### src/rtl/csc_consts.vh
/*
  Constants of the clamp status, temperature channel and reference control block:
  register offsets, field positions, reset values and serial command figures.
  Assumes inclusion by bare name from the block's design files.
*/
`ifndef CSC_CONSTS_VH
`define CSC_CONSTS_VH

// Register offsets (8-bit data, word per offset)
`define CSC_OFS_STATUS 4'h0
`define CSC_OFS_CLAMP_LOW 4'h1
`define CSC_OFS_CLAMP_HIGH 4'h2
`define CSC_OFS_REF_CTRL 4'h3
`define CSC_OFS_TEMP_CTRL 4'h4
`define CSC_OFS_STAT_CFG 4'h5
`define CSC_OFS_MODE 4'h6
`define CSC_OFS_SEQ_LAST 4'h7
`define CSC_OFS_IRQ_STAT 4'h8
`define CSC_OFS_IRQ_MASK 4'h9

// Status register fields
`define CSC_STATUS_SUMMARY 0
`define CSC_STATUS_COMMON 1

// Reference control fields
`define CSC_REF_OVERVOLTAGE_CURRENT_MODE_SEL 0
`define CSC_REF_RANGE_LSB 1
`define CSC_REF_RANGE_MSB 3
`define CSC_REF_RANGE_MAX 3'h4

// Temperature control and status-bit configuration
`define CSC_TEMP_EN 0
`define CSC_CFG_ALERT_OR_THR 0

// Interrupt event bits
`define CSC_IRQ_SUMMARY 0
`define CSC_IRQ_COMMON 1
`define CSC_IRQ_RESULT 2

// Reset values
`define CSC_RST_REF_CTRL 8'h00
`define CSC_RST_TEMP_CTRL 8'h00
`define CSC_RST_STAT_CFG 8'h00
`define CSC_RST_MODE 3'h0
`define CSC_RST_SEQ_LAST 4'hF
`define CSC_RST_IRQ_MASK 8'h00

// Operating modes
`define CSC_MODE_CFG 3'h0
`define CSC_MODE_STD 3'h1
`define CSC_MODE_ADV 3'h2
`define CSC_MODE_TWO 3'h3
`define CSC_MODE_ONE 3'h4

// Serial channel command
`define CSC_CMD_BITS 5
`define CSC_TEMP_CODE 5'h0F

`endif

### src/rtl/csc_sync.v
/*
  Two flip-flop synchroniser, one chain per bit.
  Assumes inputs are asynchronous to i_clk; only the second stage is read outside.
*/
`timescale 1ns/100ps
module csc_sync #(
  parameter WIDTH = 1
) (
  // Clock and reset
  input wire i_clk,
  input wire i_rst,
  // Data
  input wire [WIDTH-1:0] i_async,
  output wire [WIDTH-1:0] o_sync
);
  reg [WIDTH-1:0] stage1;
  reg [WIDTH-1:0] stage2;
  genvar g;
  generate
    for (g = 0; g < WIDTH; g = g + 1) begin : g_bit
      always @(posedge i_clk) begin
        if (i_rst) begin
          stage1[g] <= 1'b0;
          stage2[g] <= 1'b0;
        end else begin
          stage1[g] <= i_async[g];
          stage2[g] <= stage1[g];
        end
      end
    end
  endgenerate
  assign o_sync = stage2;
endmodule

### src/rtl/csc_top.v
/*
  Clamp flags, overvoltage alert, temperature channel scheduling and reference
  range control of a multiplexed SAR converter, with a plain register port.
  Assumes clamp levels, serial pins and the convert pin are asynchronous and
  the SAR core answers each conversion start with one result valid pulse.
*/
// Chosen here: the register offsets and strobed register access.
`timescale 1ns/100ps
`include "csc_consts.vh"
module csc_top #(
  parameter CHANNELS = 16,
  parameter RESULT_W = 16
) (
  // Clock and reset
  input wire i_clk,
  input wire i_rst,
  // Register port
  input wire [3:0] i_addr,
  input wire [7:0] i_wdata,
  input wire i_wr,
  input wire i_rd,
  output reg [7:0] o_rdata,
  // Analog clamp comparators
  input wire [CHANNELS-1:0] i_clamp_active,
  input wire i_common_clamp_active,
  // Serial port pins and convert pin
  input wire i_sck,
  input wire i_sdi,
  input wire i_cs_n,
  input wire i_cnv,
  // SAR core and threshold detector
  input wire [RESULT_W-1:0] i_sar_result,
  input wire i_sar_valid,
  input wire i_thresh_alert,
  // Multiplexer and core control
  output reg [3:0] o_mux_channel,
  output reg o_mux_temp_sensor,
  output reg o_mux_neg_reference_ground_node,
  output reg o_ainhiz_force,
  output reg o_oversampling_ratio_force_one,
  output reg o_thresh_enable,
  output reg o_conv_start,
  // Reference control
  output reg o_overvoltage_current_mode_sel,
  output reg [2:0] o_vref_range,
  // Conversion result
  output reg [RESULT_W-1:0] o_result,
  output reg o_result_valid,
  output reg o_result_temp,
  output reg o_overvoltage_alert_status_bit,
  // Interrupt
  output reg o_irq
);
  localparam ST_IDLE = 1'b0;
  localparam ST_BUSY = 1'b1;

  // Synchronised pins
  wire [CHANNELS+4:0] pins_sync;
  wire [CHANNELS-1:0] per_input_clamp_flag;
  wire common_input_clamp_flag;
  wire sck_s;
  wire sdi_s;
  wire cs_n_s;
  wire cnv_s;

  csc_sync #(
    .WIDTH(CHANNELS + 5)
  ) u_sync (
    .i_clk(i_clk),
    .i_rst(i_rst),
    .i_async({i_cnv, i_cs_n, i_sdi, i_sck, i_common_clamp_active, i_clamp_active}),
    .o_sync(pins_sync)
  );

  assign per_input_clamp_flag = pins_sync[CHANNELS-1:0];
  assign common_input_clamp_flag = pins_sync[CHANNELS];
  assign sck_s = pins_sync[CHANNELS+1];
  assign sdi_s = pins_sync[CHANNELS+2];
  assign cs_n_s = pins_sync[CHANNELS+3];
  assign cnv_s = pins_sync[CHANNELS+4];

  // Registers
  reg summary_clamp_flag;
  reg [7:0] ref_ctrl;
  reg [7:0] temp_ctrl;
  reg [7:0] stat_cfg;
  reg [2:0] mode;
  reg [3:0] seq_last;
  reg [7:0] irq_stat;
  reg [7:0] irq_mask;
  reg sck_d;
  reg cnv_d;
  reg summary_d;
  reg common_d;
  reg [2:0] bit_cnt;
  reg [`CSC_CMD_BITS-1:0] cmd_shift;
  reg [`CSC_CMD_BITS-1:0] cmd_code;
  reg [3:0] seq_idx;
  reg seq_temp;
  reg state;

  wire any_clamp = |per_input_clamp_flag;
  wire sck_rise = sck_s & ~sck_d;
  wire cnv_rise = cnv_s & ~cnv_d;
  wire cmd_mode = (mode == `CSC_MODE_TWO) || (mode == `CSC_MODE_ONE);
  wire seq_mode = (mode == `CSC_MODE_STD) || (mode == `CSC_MODE_ADV);
  wire rd_status = i_rd && (i_addr == `CSC_OFS_STATUS);
  wire rd_irq = i_rd && (i_addr == `CSC_OFS_IRQ_STAT);
  wire [7:0] irq_events;
  wire [7:0] next_irq_stat;

  // Serial command code selects the temperature sensor
  function is_temp_code;
    input [`CSC_CMD_BITS-1:0] code;
    begin
      is_temp_code = (code == `CSC_TEMP_CODE);
    end
  endfunction

  // Which register slot an address writes; decoded once per register
  function wr_hit;
    input [3:0] addr;
    input [3:0] ofs;
    input wr;
    begin
      wr_hit = wr && (addr == ofs);
    end
  endfunction

  // Summary flag: set wins over the clearing read
  always @(posedge i_clk) begin
    if (i_rst) begin
      summary_clamp_flag <= 1'b0;
    end else if (any_clamp) begin
      summary_clamp_flag <= 1'b1;
    end else if (rd_status) begin
      summary_clamp_flag <= 1'b0;
    end
  end

  // Software-written control registers
  always @(posedge i_clk) begin
    if (i_rst) begin
      ref_ctrl <= `CSC_RST_REF_CTRL;
      temp_ctrl <= `CSC_RST_TEMP_CTRL;
      stat_cfg <= `CSC_RST_STAT_CFG;
      mode <= `CSC_RST_MODE;
      seq_last <= `CSC_RST_SEQ_LAST;
      irq_mask <= `CSC_RST_IRQ_MASK;
    end else begin
      if (wr_hit(i_addr, `CSC_OFS_REF_CTRL, i_wr)) begin
        ref_ctrl <= {4'h0, i_wdata[`CSC_REF_RANGE_MSB:0]};
      end
      if (wr_hit(i_addr, `CSC_OFS_TEMP_CTRL, i_wr)) begin
        temp_ctrl <= {7'h00, i_wdata[`CSC_TEMP_EN]};
      end
      if (wr_hit(i_addr, `CSC_OFS_STAT_CFG, i_wr)) begin
        stat_cfg <= {7'h00, i_wdata[`CSC_CFG_ALERT_OR_THR]};
      end
      if (wr_hit(i_addr, `CSC_OFS_MODE, i_wr)) begin
        mode <= i_wdata[2:0];
      end
      if (wr_hit(i_addr, `CSC_OFS_SEQ_LAST, i_wr)) begin
        seq_last <= i_wdata[3:0];
      end
      if (wr_hit(i_addr, `CSC_OFS_IRQ_MASK, i_wr)) begin
        irq_mask <= i_wdata;
      end
    end
  end

  // Reference controls leave on flip-flops
  always @(posedge i_clk) begin
    if (i_rst) begin
      o_overvoltage_current_mode_sel <= 1'b0;
      o_vref_range <= 3'h0;
    end else begin
      o_overvoltage_current_mode_sel <= ref_ctrl[`CSC_REF_OVERVOLTAGE_CURRENT_MODE_SEL];
      // Codes past the fifth option are clamped so the reference stays defined
      if (ref_ctrl[`CSC_REF_RANGE_MSB:`CSC_REF_RANGE_LSB] > `CSC_REF_RANGE_MAX) begin
        o_vref_range <= `CSC_REF_RANGE_MAX;
      end else begin
        o_vref_range <= ref_ctrl[`CSC_REF_RANGE_MSB:`CSC_REF_RANGE_LSB];
      end
    end
  end

  // Read data, one cycle after the strobe, zero otherwise
  always @(posedge i_clk) begin
    if (i_rst) begin
      o_rdata <= 8'h00;
    end else if (i_rd) begin
      case (i_addr)
        `CSC_OFS_STATUS: begin
          o_rdata <= {6'h00, common_input_clamp_flag, summary_clamp_flag | any_clamp};
        end
        `CSC_OFS_CLAMP_LOW: begin
          o_rdata <= per_input_clamp_flag[7:0];
        end
        `CSC_OFS_CLAMP_HIGH: begin
          o_rdata <= per_input_clamp_flag[15:8];
        end
        `CSC_OFS_REF_CTRL: begin
          o_rdata <= ref_ctrl;
        end
        `CSC_OFS_TEMP_CTRL: begin
          o_rdata <= temp_ctrl;
        end
        `CSC_OFS_STAT_CFG: begin
          o_rdata <= stat_cfg;
        end
        `CSC_OFS_MODE: begin
          o_rdata <= {5'h00, mode};
        end
        `CSC_OFS_SEQ_LAST: begin
          o_rdata <= {4'h0, seq_last};
        end
        `CSC_OFS_IRQ_STAT: begin
          o_rdata <= irq_stat;
        end
        `CSC_OFS_IRQ_MASK: begin
          o_rdata <= irq_mask;
        end
        default: begin
          o_rdata <= 8'h00;
        end
      endcase
    end else begin
      o_rdata <= 8'h00;
    end
  end

  // Serial command capture: first five rising clock edges of each frame
  always @(posedge i_clk) begin
    if (i_rst) begin
      sck_d <= 1'b0;
      bit_cnt <= 3'h0;
      cmd_shift <= 5'h00;
      cmd_code <= 5'h00;
    end else begin
      sck_d <= sck_s;
      if (cs_n_s) begin
        bit_cnt <= 3'h0;
      end else if (sck_rise && (bit_cnt < `CSC_CMD_BITS)) begin
        bit_cnt <= bit_cnt + 3'h1;
        cmd_shift <= {cmd_shift[`CSC_CMD_BITS-2:0], sdi_s};
        if (bit_cnt == (`CSC_CMD_BITS - 1)) begin
          cmd_code <= {cmd_shift[`CSC_CMD_BITS-2:0], sdi_s};
        end
      end
    end
  end

  // Conversion control and sequencer
  always @(posedge i_clk) begin
    if (i_rst) begin
      cnv_d <= 1'b0;
      state <= ST_IDLE;
      seq_idx <= 4'h0;
      seq_temp <= 1'b0;
      o_mux_channel <= 4'h0;
      o_mux_temp_sensor <= 1'b0;
      o_mux_neg_reference_ground_node <= 1'b0;
      o_ainhiz_force <= 1'b0;
      o_oversampling_ratio_force_one <= 1'b0;
      o_thresh_enable <= 1'b0;
      o_conv_start <= 1'b0;
      o_result <= {RESULT_W{1'b0}};
      o_result_valid <= 1'b0;
      o_result_temp <= 1'b0;
      o_overvoltage_alert_status_bit <= 1'b0;
    end else begin
      cnv_d <= cnv_s;
      o_conv_start <= 1'b0;
      o_result_valid <= 1'b0;
      if (!seq_mode) begin
        seq_idx <= 4'h0;
        seq_temp <= 1'b0;
      end
      case (state)
        ST_IDLE: begin
          // Configuration mode never starts conversions
          if (cnv_rise && (seq_mode || cmd_mode)) begin
            state <= ST_BUSY;
            o_conv_start <= 1'b1;
            if (seq_mode) begin
              o_mux_channel <= seq_idx;
              o_mux_temp_sensor <= seq_temp;
              o_mux_neg_reference_ground_node <= seq_temp;
              o_ainhiz_force <= seq_temp;
              o_oversampling_ratio_force_one <= seq_temp;
              o_thresh_enable <= ~seq_temp;
            end else begin
              o_mux_channel <= cmd_code[3:0];
              o_mux_temp_sensor <= is_temp_code(cmd_code);
              o_mux_neg_reference_ground_node <= is_temp_code(cmd_code);
              o_ainhiz_force <= is_temp_code(cmd_code);
              o_oversampling_ratio_force_one <= is_temp_code(cmd_code);
              o_thresh_enable <= ~is_temp_code(cmd_code);
            end
          end
        end
        ST_BUSY: begin
          if (i_sar_valid) begin
            state <= ST_IDLE;
            // Temperature codes pass untouched: unipolar, ratio one
            o_result <= i_sar_result;
            o_result_valid <= 1'b1;
            o_result_temp <= o_mux_temp_sensor;
            o_overvoltage_alert_status_bit <= any_clamp |
              (stat_cfg[`CSC_CFG_ALERT_OR_THR] & i_thresh_alert & o_thresh_enable);
            if (seq_mode) begin
              if (seq_temp) begin
                seq_temp <= 1'b0;
                seq_idx <= 4'h0;
              end else if (seq_idx >= seq_last) begin
                seq_idx <= 4'h0;
                seq_temp <= temp_ctrl[`CSC_TEMP_EN];
              end else begin
                seq_idx <= seq_idx + 4'h1;
              end
            end
          end
        end
        default: begin
          state <= ST_IDLE;
        end
      endcase
    end
  end

  // Interrupts: sticky events, cleared by reading, set wins
  assign irq_events = {5'h00, o_result_valid, common_input_clamp_flag & ~common_d,
    summary_clamp_flag & ~summary_d};
  assign next_irq_stat = (rd_irq ? 8'h00 : irq_stat) | irq_events;

  always @(posedge i_clk) begin
    if (i_rst) begin
      summary_d <= 1'b0;
      common_d <= 1'b0;
      irq_stat <= 8'h00;
      o_irq <= 1'b0;
    end else begin
      summary_d <= summary_clamp_flag;
      common_d <= common_input_clamp_flag;
      irq_stat <= next_irq_stat;
      o_irq <= |(next_irq_stat & irq_mask);
    end
  end
endmodule

### config.mk
export PLATFORM = sky130hd
export DESIGN_NAME = csc_top
export DESIGN_NICKNAME = d
export VERILOG_FILES = /design/src/rtl/csc_sync.v /design/src/rtl/csc_top.v
export VERILOG_INCLUDE_DIRS = /design/src /design/src/rtl
export SDC_FILE = /design/constraint.sdc
export NUM_CORES = 1
export LEC_CHECK = 0
export BUFFER_PORTS_ARGS = -buffer_cell sky130_fd_sc_hd__buf_2
export CAP_MARGIN = 20
export CORE_MARGIN = 3
export CORE_UTILIZATION = 59
export CTS_CLUSTER_SIZE = 12
export DETAILED_ROUTE_END_ITERATION = 7
export PLACE_DENSITY_LB_ADDON = 0.1
export REMOVE_ABC_BUFFERS = 1
export SLEW_MARGIN = 40
export SYNTH_ARGS = -nofsm -noshare
export SYNTH_HDL_FRONTEND = slang
export SYNTH_HIERARCHICAL = 1
export SYNTH_SLANG_ARGS = --single-unit
### constraint.sdc
create_clock -name i_clk -period 4.6 [get_ports i_clk]
set_clock_uncertainty 0.05 [all_clocks]
set_input_delay 0.23 -clock i_clk [delete_from_list [all_inputs] [get_ports i_clk]]
set_output_delay 0.23 -clock i_clk [all_outputs]
set_load 0.01 [all_outputs]
Yosys cells after proc, flatten, opt, wreduce, memory -nomap -nowiden
Cells that the tools add are included.
{"block": "totals", "reg_bits": 133, "elab_cells": 162, "out_inout_bits": 42, "in_bits": 55}
{"block": "classes", "n_mux": 24, "n_bitwise": 19, "n_addsub": 2, "eq_ne": 15, "n_lt_le_gt_ge": 3, "reduce_logical": 26}
{"operator": "$pmux W8 S10", "n": 1}
{"operator": "$mux W4", "n": 7}
{"operator": "$eq A4 B3 Y1 const B", "n": 4}
{"operator": "$reduce_or A16 Y1", "n": 1}
{"operator": "$mux W1", "n": 13}
{"operator": "$logic_and A1 B1 Y1", "n": 10}
{"operator": "$reduce_or A2 Y1", "n": 5}
{"operator": "$not A1 Y1", "n": 9}
{"operator": "$and A8 B8 Y8", "n": 1}
{"operator": "$eq A4 B2 Y1 const B", "n": 2}
{"operator": "$eq A4 B4 Y1 const B", "n": 2}
{"operator": "$mux W8", "n": 1}
{"operator": "$or A8 B3 Y8", "n": 1}
{"operator": "$reduce_or A8 Y1", "n": 1}
{"operator": "$and A1 B1 Y1", "n": 6}
{"operator": "$eq A3 B2 Y1 const B", "n": 2}
{"operator": "$eq A3 B3 Y1 const B", "n": 2}
{"operator": "$reduce_and A2 Y1", "n": 3}
{"operator": "$eq A5 B4 Y1 const B", "n": 1}
{"operator": "$add A4 B1 Y4 const B", "n": 1}
{"operator": "$eq A4 B1 Y1 const B", "n": 1}
{"operator": "$ge A4 B4 Y1", "n": 1}
{"operator": "$logic_not A4 Y1", "n": 1}
{"operator": "$add A3 B1 Y3 const B", "n": 1}
{"operator": "9 further kinds", "n": 12}

Logic depth before layout (Yosys ltp)
Gate-level depths: netlist (run 1).
{"block": "depth", "depth_word": 8, "mapped_depth": 6, "depth_no_buf": 6}

Modules after synthesis
Netlist (run 1), hierarchy kept.
{"mod": "csc_top", "area_each_um2": 3971.3, "cells_each": 437, "seq_area_each_um2": 1821.7, "instances": 1}
{"mod": "csc_sync", "area_each_um2": 1123.6, "cells_each": 88, "seq_area_each_um2": 840.8, "instances": 1}

Least setup slack after synthesis (run 1)
Ideal clock, no wire load.
{"block": "synth_timing", "kind": "reg-to-reg", "from": "reg seq_idx[0]", "to": "reg seq_temp", "period_less_slack_ns": 1.750, "arrival_time_ns": 1.596, "path_buffers": 0, "slack_ns": 2.850, "path_stages_with_launch": 6, "setup_ns": 0.103, "required_time_ns": 4.447, "path_cell_list": "dfxtp_1 inv_1 ha_1 o2111ai_2 a2111o_1 a2111oi_2"}
{"block": "synth_between", "elab_chain_len": 6}
{"item": "start: declaration", "line": "csc_top.v:98", "rtl": "reg [3:0] seq_idx;"}
{"item": "start signal: assignment", "line": "csc_top.v:320", "rtl": "seq_idx <= seq_idx + 4'h1;"}
{"item": "$ge A4 B4 Y1", "line": "csc_top.v:316", "rtl": "end else if (seq_idx >= seq_last) begin"}
{"item": "$mux W1", "line": "csc_top.v:316"}
{"item": "$mux W1", "line": "csc_top.v:313", "rtl": "if (seq_temp) begin"}
{"item": "$mux W1", "line": "csc_top.v:312", "rtl": "if (seq_mode) begin"}
{"item": "$mux W1", "line": "csc_top.v:304", "rtl": "if (i_sar_valid) begin"}
{"item": "$mux W1", "line": "csc_top.v:280", "rtl": "case (state)"}
{"item": "end signal: assignment", "line": "csc_top.v:318", "rtl": "seq_temp <= temp_ctrl[`CSC_TEMP_EN];"}
{"item": "end: declaration", "line": "csc_top.v:99", "rtl": "reg seq_temp;"}
Every way passes these cells.
A chain may end at the register's enable or synchronous reset.

Worst setup path after layout (run 1)
Ends and elaborated chain as after synthesis.

==> flow_metrics.env, run 1 <==
export IMPL_grt_start_max_net_pins=84
export IMPL_gp_congestion=0.854
export IMPL_whs_ns=0.0480
export IMPL_slew_headroom_pct=47.1
export IMPL_synth_area_top_cells="dfxtp_1 (52%), nor2b_1 (7.0%), nand2_1 (4.6%)"
export IMPL_routedWlPerCell_microns=16.1
export IMPL_min_period_ns=1.88
export IMPL_die_x_microns=98.9
export IMPL_cts_buffers=17
export IMPL_final_nets=719
export IMPL_status="completed"
export IMPL_drt_total_wl_microns=12500
export IMPL_first_pass_iters=6
export IMPL_cts_tree="yes"
export IMPL_vias=4227
export IMPL_antenna_found_initial=0
export IMPL_area_growth_pct=30.7
export IMPL_hpwl_microns=7480
export IMPL_power_density_nw_per_um2=417
export IMPL_grt_use_met3_pct=7.36
export IMPL_clock_sinks=133
export IMPL_die_height_microns=98.9
export IMPL_portBuffers=96
export IMPL_yosysSeqAreaShare_pct=52.3
export IMPL_grtUsageMet1_pct=32.9
export IMPL_rsz0062_at_grt="false"
export IMPL_core_area_sq_um=8300
export IMPL_ant_nets=0
export IMPL_crit_fanout=6
export IMPL_dpl_cell_area_sq_um=5560
export IMPL_drive_gt1_share_pct=21.9
export IMPL_vias_per_cell=5.45
export IMPL_final_hold_viol_count=0
export IMPL_htreeDepth=4
export IMPL_grt_pass1_vias=4260
export IMPL_arrival_ns=2.25
export IMPL_clk_pin_slew_ns=0.06
export IMPL_synth_top_area_cell="dfxtp_1"
export IMPL_start_util_pct=61.4
export IMPL_vdd_drop_max_mv=0.255
export IMPL_path_class="flip-flop to flip-flop"
export IMPL_grt_pass1_wl_microns=20500
export IMPL_preCtsSetupSlack_ns=2.76
export IMPL_netlist_area_leader_share_pct=52.3
export IMPL_min_path_cells=3
export IMPL_clock_latency_ns=0.52
export IMPL_drtIter0Drc=298
export IMPL_grt_util_all_layers_pct=26.3
export IMPL_yosys_warnings=6
export IMPL_cap_violations=0
export IMPL_p_leak_nw=2.72
export IMPL_postSynthCellCount=525
export IMPL_ctsRootBufferMaster="clkbuf_8"
export IMPL_synth_ff_type="dfxtp_1"
export IMPL_tightest_slew_ns=0.793
export IMPL_critPathRequiredTime_ns=4.96
export IMPL_antenna_cells=0
export IMPL_grt_most_used_layer="met2"
export IMPL_grtUsageMet2_pct=43.0
export IMPL_critPathCaptureType="flip-flop"
export IMPL_hold_class="input port to flip-flop"
export IMPL_die_area_sq_um=9790
export IMPL_ctsResizeCount=0
export IMPL_start_kind="flip-flop"
export IMPL_final_setup_viol_count=0
export IMPL_final_area_sq_um=6660
export IMPL_clock_fmax_mhz=531
export IMPL_io_pins=97
export IMPL_synth_edf_count=0
export IMPL_ys_types=58
export IMPL_setup_ws_ns=2.72
export IMPL_setup_tns_ns=0
export IMPL_fp_row_count=33
export IMPL_cts_buffer_depth=2
export IMPL_synthesis_area_sq_um=5090
export IMPL_maxSlewViolCount=0
export IMPL_rr_worst_depth=5
export IMPL_async_flop_share_pct=0
export IMPL_synth_seq_cells=133
export IMPL_avgSynthCellArea_sq_um=9.70
export IMPL_fin_crit_sh_pct=41.0
export IMPL_grt_overflow_total=0
export IMPL_drc=0
## Yosys cell counts, types with 8 or more instances
library cell,instances
buf_2,10
dfxtp_1,133
inv_1,11
nor3_1,9
nand3_1,16
and2_1,8
nor2b_1,57
clkbuf_1,11
nor2_1,41
nand2_1,62
a21oi_1,34
mux2i_1,20
o21ai_0,10
a22o_1,9
## flip-flops by register name, summed over array words and instances (netlist names), 3 cells and up
register       flops
bit_cnt            3
u_sync/stage1     21
cmd_code           5
o_mux_channel      4
cmd_shift          4
o_vref_range       3
irq_stat           8
o_rdata            8
u_sync/o_sync     21
seq_last           4
ref_ctrl           4
o_result          16
mode               3
irq_mask           8
seq_idx            4
## metrics by stage
stage	instances	total power, W	util, %
after CTS	775	0.00278	80.2
final	775	0.00278	80.2
after global placement	697	0.00133	67.0
after detailed placement	697	0.00133	67.0
after floorplan	495	0.00126	-
after global routing	775	0.00286	80.2
## power by group
group          internal [W]  leakage (nW)  switching, W
clock network      0.000917         0.302      0.000522
registers           0.00118          1.08     0.0000126
logic             0.0000756          1.34     0.0000750
## final timing paths
kind | from | endpoint | slack [ns]
max | seq_idx[0] | seq_temp | 2.72
max reg2reg | seq_idx[0] | seq_temp | 2.72
min | i_wr | irq_mask[0] | 0.05
min reg2reg | u_sync/stage1[0] | u_sync/o_sync[0] | 0.39
## layout make-up
| cell class | count | area, sq um |
|---|---|---|
| Inverter | 11 | 41.3 |
| Clock buffer | 19 | 442 |
| Clock inverter | 13 | 195 |
| Timing Repair Buffer | 143 | 951 |
| Sequential cell | 133 | 2660 |
| Fill cell | 516 | 1640 |
| Tap cell | 105 | 131 |
| Multi-Input combinational cell | 351 | 2230 |
## per-layer routing
layer | up-vias | wire length, microns
li1 | 2089 | -
met4 | 0 | 220
met2 | 162 | 6050
met5 | - | 0
met1 | 1953 | 5350
met3 | 23 | 874
## critical path, stage by stage, from the launching register on
cell	delay, ns
dfxtp_1	0.41
inv_1	0.08
ha_1	0.29
o2111ai_2	0.20
a2111o_1	0.47
a2111oi_2	0.28
## cells in the final DEF, fill, tap and decap left out, types with 10 or more instances in the layout
cell / instances
a21oi_1: 34
buf_2: 95
clkbuf_16: 16
dfxtp_1: 133
dlygate4sd3_1: 46
inv_1: 11
mux2i_1: 20
nand2_1: 61
nand3_1: 16
nor2_1: 41
nor2b_1: 57
o21ai_0: 10
## kinds of logic (layout without fill, tap and decap cells)
logic type	count (synthesis)	in the layout	synth area share [%]
adder cells (fa/ha/maj)	7	7	1.72
buffers and inverters	41	186	3.93
AO/OA/AOI/OAI	90	90	12.2
flip-flops	133	133	52.3
XOR/XNOR	4	4	0.835
AND/OR/NAND/NOR	226	226	23.8
multiplexers	24	24	5.26
## what timing repair did
| item | CTS | global route |
|---|---|---|
| setup endpoints to repair | 0 | 0 |
| buffers inserted | 0 | 0 |
| hold endpoints to repair | 54 | 0 |
| hold buffers | 46 | 0 |
Note: power is estimated with default switching activity, not from simulation.
==> inputs of run 2 (changes only) <==
--- a/config.mk
+++ b/config.mk
@@ -9,7 +9,7 @@
 export BUFFER_PORTS_ARGS = -buffer_cell sky130_fd_sc_hd__buf_2
 export CAP_MARGIN = 20
 export CORE_MARGIN = 3
-export CORE_UTILIZATION = 59
+export CORE_UTILIZATION = 49
 export CTS_CLUSTER_SIZE = 12
 export DETAILED_ROUTE_END_ITERATION = 7
 export PLACE_DENSITY_LB_ADDON = 0.1
==> constraint.sdc (replaced) <==
create_clock -name i_clk -period 1.7 [get_ports i_clk]
set_clock_uncertainty 0.05 [all_clocks]
set_input_delay 0.085 -clock i_clk [delete_from_list [all_inputs] [get_ports i_clk]]
set_output_delay 0.085 -clock i_clk [all_outputs]
set_load 0.01 [all_outputs]
==> flow_metrics.env, run 2 (synthesized netlist as in run 1, its figures left out) <==
export IMPL_grt_util_all_layers_pct=24.0
export IMPL_die_area_sq_um=11700
export IMPL_tightest_slew_ns=0.621
export IMPL_utilization_pct=73.0
export IMPL_core_area_sq_um=9950
export IMPL_dpl_cell_area_sq_um=5750
export IMPL_die_height_microns=108
export IMPL_min_path_cells=4
export IMPL_fp_row_count=36
export IMPL_power_frac_comb_pct=6.6
export IMPL_hpwl_microns=7930
export IMPL_p_total_w=0.00719
export IMPL_vias_per_cell=5.28
export IMPL_final_setup_viol_count=1
export IMPL_cts_buffers=17
export IMPL_die_x_microns=108
export IMPL_grt_pass1_vias=4596
export IMPL_setup_ws_ns=-0.0242
export IMPL_crit_fanout=2
export IMPL_grt_pass1_wl_microns=22100
export IMPL_swShare_pct=20.8
export IMPL_share_seq_of_total_power_pct=44.8
export IMPL_grt_most_used_layer="met2"
export IMPL_arrival_ns=2.10
export IMPL_area_growth_pct=42.6
export IMPL_grt_start_max_net_pins=61
export IMPL_drt_total_wl_microns=13300
export IMPL_routedWlPerCell_microns=15.5
export IMPL_netSwitchingPower_w=0.00150
export IMPL_final_nets=778
export IMPL_p_int_w=0.00569
export IMPL_htreeDepth=4
export IMPL_io_pins=97
export IMPL_rsz0062_at_grt="true"
export IMPL_setup_tns_ns=-0.0242
export IMPL_violations="setup timing"
export IMPL_first_pass_iters=5
export IMPL_drc=0
export IMPL_min_period_ns=1.72
export IMPL_vdd_drop_max_mv=0.678
export IMPL_cts_tree="yes"
export IMPL_clk_pin_slew_ns=0.06
export IMPL_antenna_found_initial=0
export IMPL_drive_gt1_share_pct=24.0
export IMPL_power_density_nw_per_um2=990
export IMPL_rr_worst_depth=5
export IMPL_start_kind="flip-flop"
export IMPL_clkPwrFrac_pct=48.6
export IMPL_start_util_pct=51.2
export IMPL_vias=4537
export IMPL_fin_crit_sh_pct=101
export IMPL_drtIter0Drc=255
export IMPL_critPathRequiredTime_ns=2.07
export IMPL_status="finished with violations"
export IMPL_critPathCaptureType="flip-flop"
export IMPL_maxSlewViolCount=0
export IMPL_layout_common_cells="dfxtp_1 (128), buf_2 (95), dlygate4sd3_1 (84), nand2_1 (62), nor2b_1 (57)"
export IMPL_final_hold_viol_count=0
export IMPL_cap_violations=0
export IMPL_grt_use_met3_pct=6.15
export IMPL_cts_buffer_depth=2
export IMPL_portBuffers=96
export IMPL_final_area_sq_um=7260
export IMPL_clock_latency_ns=0.52
export IMPL_grtUsageMet1_pct=30.0
export IMPL_grtUsageMet2_pct=40.1
export IMPL_ant_nets=0
export IMPL_antenna_cells=0
export IMPL_slew_headroom_pct=58.4
export IMPL_p_leak_nw=2.99
export IMPL_final_common_cell="dfxtp_1"
export IMPL_path_class="flip-flop to flip-flop"
export IMPL_hold_class="input port to flip-flop"
export IMPL_gp_congestion=0.809
export IMPL_ctsRootBufferMaster="clkbuf_8"
export IMPL_clock_fmax_mhz=580
export IMPL_grt_overflow_total=0
export IMPL_whs_ns=0.0574
export IMPL_clock_sinks=133
## run 2: changes by cell type in the layout (fill, tap and decap cells not counted), sizes merged
cell	change
bufinv	-2
dlygate4sd3	+38
inv	-3
clkinv	-1
clkinvlp	-3
clkbuf	+6
buf	+21
## run 2: power by group through the flow
stage,logic [W],clock network (W),registers (W)
after floorplan,0.000142,0,0.00328
after global placement,0.000336,0,0.00328
after detailed placement,0.000341,0,0.00329
after CTS,0.000454,0.00353,0.00322
after global routing,0.000517,0.00368,0.00323
final,0.000473,0.00350,0.00322
## run 2: timing repair
item | in CTS | in global routing
buffers inserted | 0 | 2
gates resized for setup | 2 | 16
setup endpoints to repair | 1 | 13
hold buffers | 84 | 0
pin swaps | 2 | 5
gates cloned | 0 | 0
hold endpoints to repair | 66 | 0
## run 2: layout make-up
class | count | area, sq um
fill | 722 | 2690
multi-input combinational | 351 | 2310
inverter | 11 | 41.3
tap | 133 | 166
clock inverter | 4 | 70.1
timing repair buffer | 202 | 1510
clock buffer | 25 | 494
sequential | 133 | 2670
## run 2: stage by stage
| step | std cells | setup WS, ns |
|---|---|---|
| detailed placement | 744 | 0.0117 |
| CTS | 857 | 0.00713 |
| floorplan | 495 | -0.0501 |
| global route | 859 | -0.0988 |
| finish | 859 | -0.0242 |
| global placement | 744 | 0.0454 |
## run 2: worst max-delay path: stages, from the launching register on
cell	delay, ns
dfxtp_2	0.32
inv_1	0.07
ha_4	0.28
o2111ai_4	0.10
a2111o_1	0.46
a2111oi_4	0.34
## run 2: final timing paths
check / startpoint / to / slack, ns
worst min register to register: u_sync/stage1[7] / u_sync/o_sync[7] / 0.38
worst max-delay path: seq_idx[0] / seq_temp / -0.02
worst max register to register: seq_idx[0] / seq_temp / -0.02
worst min-delay path: i_addr[3] / o_rdata[3] / 0.06
## run 2: routing by layer
metal  part of all wire (%)  vias to the layer above  wire [microns]
li1                       -                     2199               -
met1                     42                     2131            5620
met2                     49                      180            6540
met3                    6.3                       27             831
met4                    2.3                        0             303
met5                      0                        -               0
==> inputs of run 3 (changes only) <==
--- a/config.mk
+++ b/config.mk
@@ -10,9 +10,10 @@
 export CAP_MARGIN = 20
 export CORE_MARGIN = 3
 export CORE_UTILIZATION = 49
+export CTS_BUF_LIST = sky130_fd_sc_hd__clkbuf_4 sky130_fd_sc_hd__clkbuf_8 sky130_fd_sc_hd__clkbuf_16
 export CTS_CLUSTER_SIZE = 12
 export DETAILED_ROUTE_END_ITERATION = 7
-export PLACE_DENSITY_LB_ADDON = 0.1
+export PLACE_DENSITY = 0.76
 export REMOVE_ABC_BUFFERS = 1
 export SLEW_MARGIN = 40
 export SYNTH_ARGS = -nofsm -noshare
==> flow_metrics.env, run 3 (synthesized netlist as in run 1, its figures left out) <==
export IMPL_status="completed"
export IMPL_preCtsSetupSlack_ns=-0.00253
export IMPL_ctsRootBufferMaster="clkbuf_8"
export IMPL_final_nets=743
export IMPL_first_pass_iters=5
export IMPL_critPathCaptureType="flip-flop"
export IMPL_start_util_pct=51.2
export IMPL_hold_class="input port to flip-flop"
export IMPL_drc=0
export IMPL_rr_worst_depth=6
export IMPL_setup_ws_ns=0.0257
export IMPL_hpwl_microns=7690
export IMPL_htreeDepth=4
export IMPL_layout_common_cells="dfxtp_1 (128), buf_2 (95), nand2_1 (62), nor2b_1 (57), dlygate4sd3_1 (56)"
export IMPL_core_area_sq_um=9950
export IMPL_clock_latency_ns=0.52
export IMPL_portBuffers=96
export IMPL_clk_pin_slew_ns=0.06
export IMPL_share_seq_of_total_power_pct=42.4
export IMPL_p_leak_nw=2.82
export IMPL_vdd_drop_max_mv=0.706
export IMPL_vias_per_cell=5.31
export IMPL_grt_overflow_total=0
export IMPL_path_class="input port to flip-flop"
export IMPL_whs_ns=0.110
export IMPL_maxSlewViolCount=0
export IMPL_area_growth_pct=37.3
export IMPL_seqCellArea_sq_um=2670
export IMPL_startpoint="i_wr"
export IMPL_start_kind="input port"
export IMPL_swShare_pct=21.5
export IMPL_min_period_ns=1.67
export IMPL_gp_congestion=0.890
export IMPL_io_pins=97
export IMPL_final_hold_viol_count=0
export IMPL_fin_crit_sh_pct=98.5
export IMPL_critPathRequiredTime_ns=2.10
export IMPL_drive_gt1_share_pct=25.1
export IMPL_final_common_cell="dfxtp_1"
export IMPL_grt_util_all_layers_pct=22.6
export IMPL_multi_input_area_sq_um=2310
export IMPL_die_height_microns=108
export IMPL_r2r_setup_slack_ns=0.05
export IMPL_drtIter0Drc=271
export IMPL_endpoint="seq_last[3]"
export IMPL_ant_nets=0
export IMPL_cts_tree="yes"
export IMPL_crit_fanout=7
export IMPL_clkPwrFrac_pct=51.7
export IMPL_final_setup_viol_count=0
export IMPL_slew_headroom_pct=62.7
export IMPL_fp_row_count=36
export IMPL_min_path_cells=4
export IMPL_clock_sinks=133
export IMPL_routedWlPerCell_microns=15.5
export IMPL_die_area_sq_um=11700
export IMPL_drt_total_wl_microns=12800
export IMPL_clock_fmax_mhz=597
export IMPL_cap_violations=0
export IMPL_die_x_microns=108
export IMPL_fillers=693
export IMPL_grt_pass1_vias=4334
export IMPL_grt_pass1_wl_microns=20800
export IMPL_arrival_ns=2.07
export IMPL_vias=4396
export IMPL_worstReg2RegEnd="seq_temp"
export IMPL_power_frac_comb_pct=5.8
export IMPL_grt_start_max_net_pins=116
export IMPL_cts_buffers=17
export IMPL_tightest_slew_ns=0.556
export IMPL_p_int_w=0.00596
export IMPL_cts_buffer_depth=2
export IMPL_r2r_start="seq_last[2]"
export IMPL_antenna_found_initial=0
export IMPL_netSwitchingPower_w=0.00163
export IMPL_power_density_nw_per_um2=1080
-- run 3: metrics by stage --
| step | cells | instance area [sq um] | utilization (%) | power (W) | setup TNS, ns |
|---|---|---|---|---|---|
| 2_1_floorplan | 495 | 4940 | - | 0.00342 | -0.0501 |
| 3_3_place_gp | 739 | 5710 | 57.4 | 0.00361 | 0 |
| 3_5_place_dp | 739 | 5710 | 57.4 | 0.00362 | -0.00253 |
| 4_1_cts | 827 | 6930 | 69.6 | 0.00763 | 0 |
| 5_1_grt | 827 | 6990 | 70.3 | 0.00783 | -0.00863 |
| 6_report | 828 | 7000 | 70.3 | 0.00759 | 0 |
-- run 3: layout make-up --
| class | instances | share of cell area (%) |
|---|---|---|
| Clock inverter | 15 | 3.25 |
| Timing Repair Buffer | 167 | 16.7 |
| Clock buffer | 17 | 5.92 |
| Sequential cell | 133 | 38.1 |
| Antenna cell | 1 | 0.0358 |
| Tap cell | 133 | 2.38 |
| Multi-Input combinational cell | 351 | 33.0 |
| Inverter | 11 | 0.590 |
-- run 3: repair_timing --
| action | CTS | global route |
|---|---|---|
| gates resized for setup | 3 | 13 |
| pin swaps | 1 | 2 |
| setup buffers | 0 | 0 |
| endpoints found under the setup margin | 1 | 3 |
| hold buffers | 56 | 0 |
| hold endpoints to repair | 68 | 0 |
-- run 3: how the worst min path moves through the flow --
stage / slack [ns] / from / to
floorplan: 0.10 / i_rst / irq_mask[0]
finish: 0.11 / i_addr[0] / temp_ctrl[0]
detailed placement: 0.25 / i_clamp_active[10] / u_sync/stage1[10]
global placement: 0.24 / i_common_clamp_active / u_sync/stage1[16]
CTS: 0.08 / i_addr[3] / o_rdata[0]
global route: 0.12 / i_addr[1] / o_rdata[0]
-- run 3: worst max-delay path: stages --
cell           delay, ns
dlygate4sd3_1       0.54
buf_2               0.13
nand3b_1            0.26
nor2_4              0.26
nand2_1             0.09
o211ai_1            0.11
dlygate4sd3_1       0.59
-- run 3: power groups by stage --
stage	Sequential (W)	Combinational (W)	Clock, W
after floorplan	0.00328	0.000142	0
after global placement	0.00328	0.000325	0
after detailed placement	0.00328	0.000333	0
after CTS	0.00322	0.000428	0.00398
after global routing	0.00323	0.000483	0.00412
final	0.00322	0.000444	0.00393
-- run 3: routing by layer --
| layer | vias to the layer above | part of all wire, % | track usage, % |
|---|---|---|---|
| li1 | 2138 | - | - |
| met1 | 2039 | 41 | 27.3 |
| met2 | 188 | 50 | 38.2 |
| met3 | 31 | 6.5 | 5.79 |
| met4 | 0 | 2.4 | 10.0 |
| met5 | - | 0 | 0 |
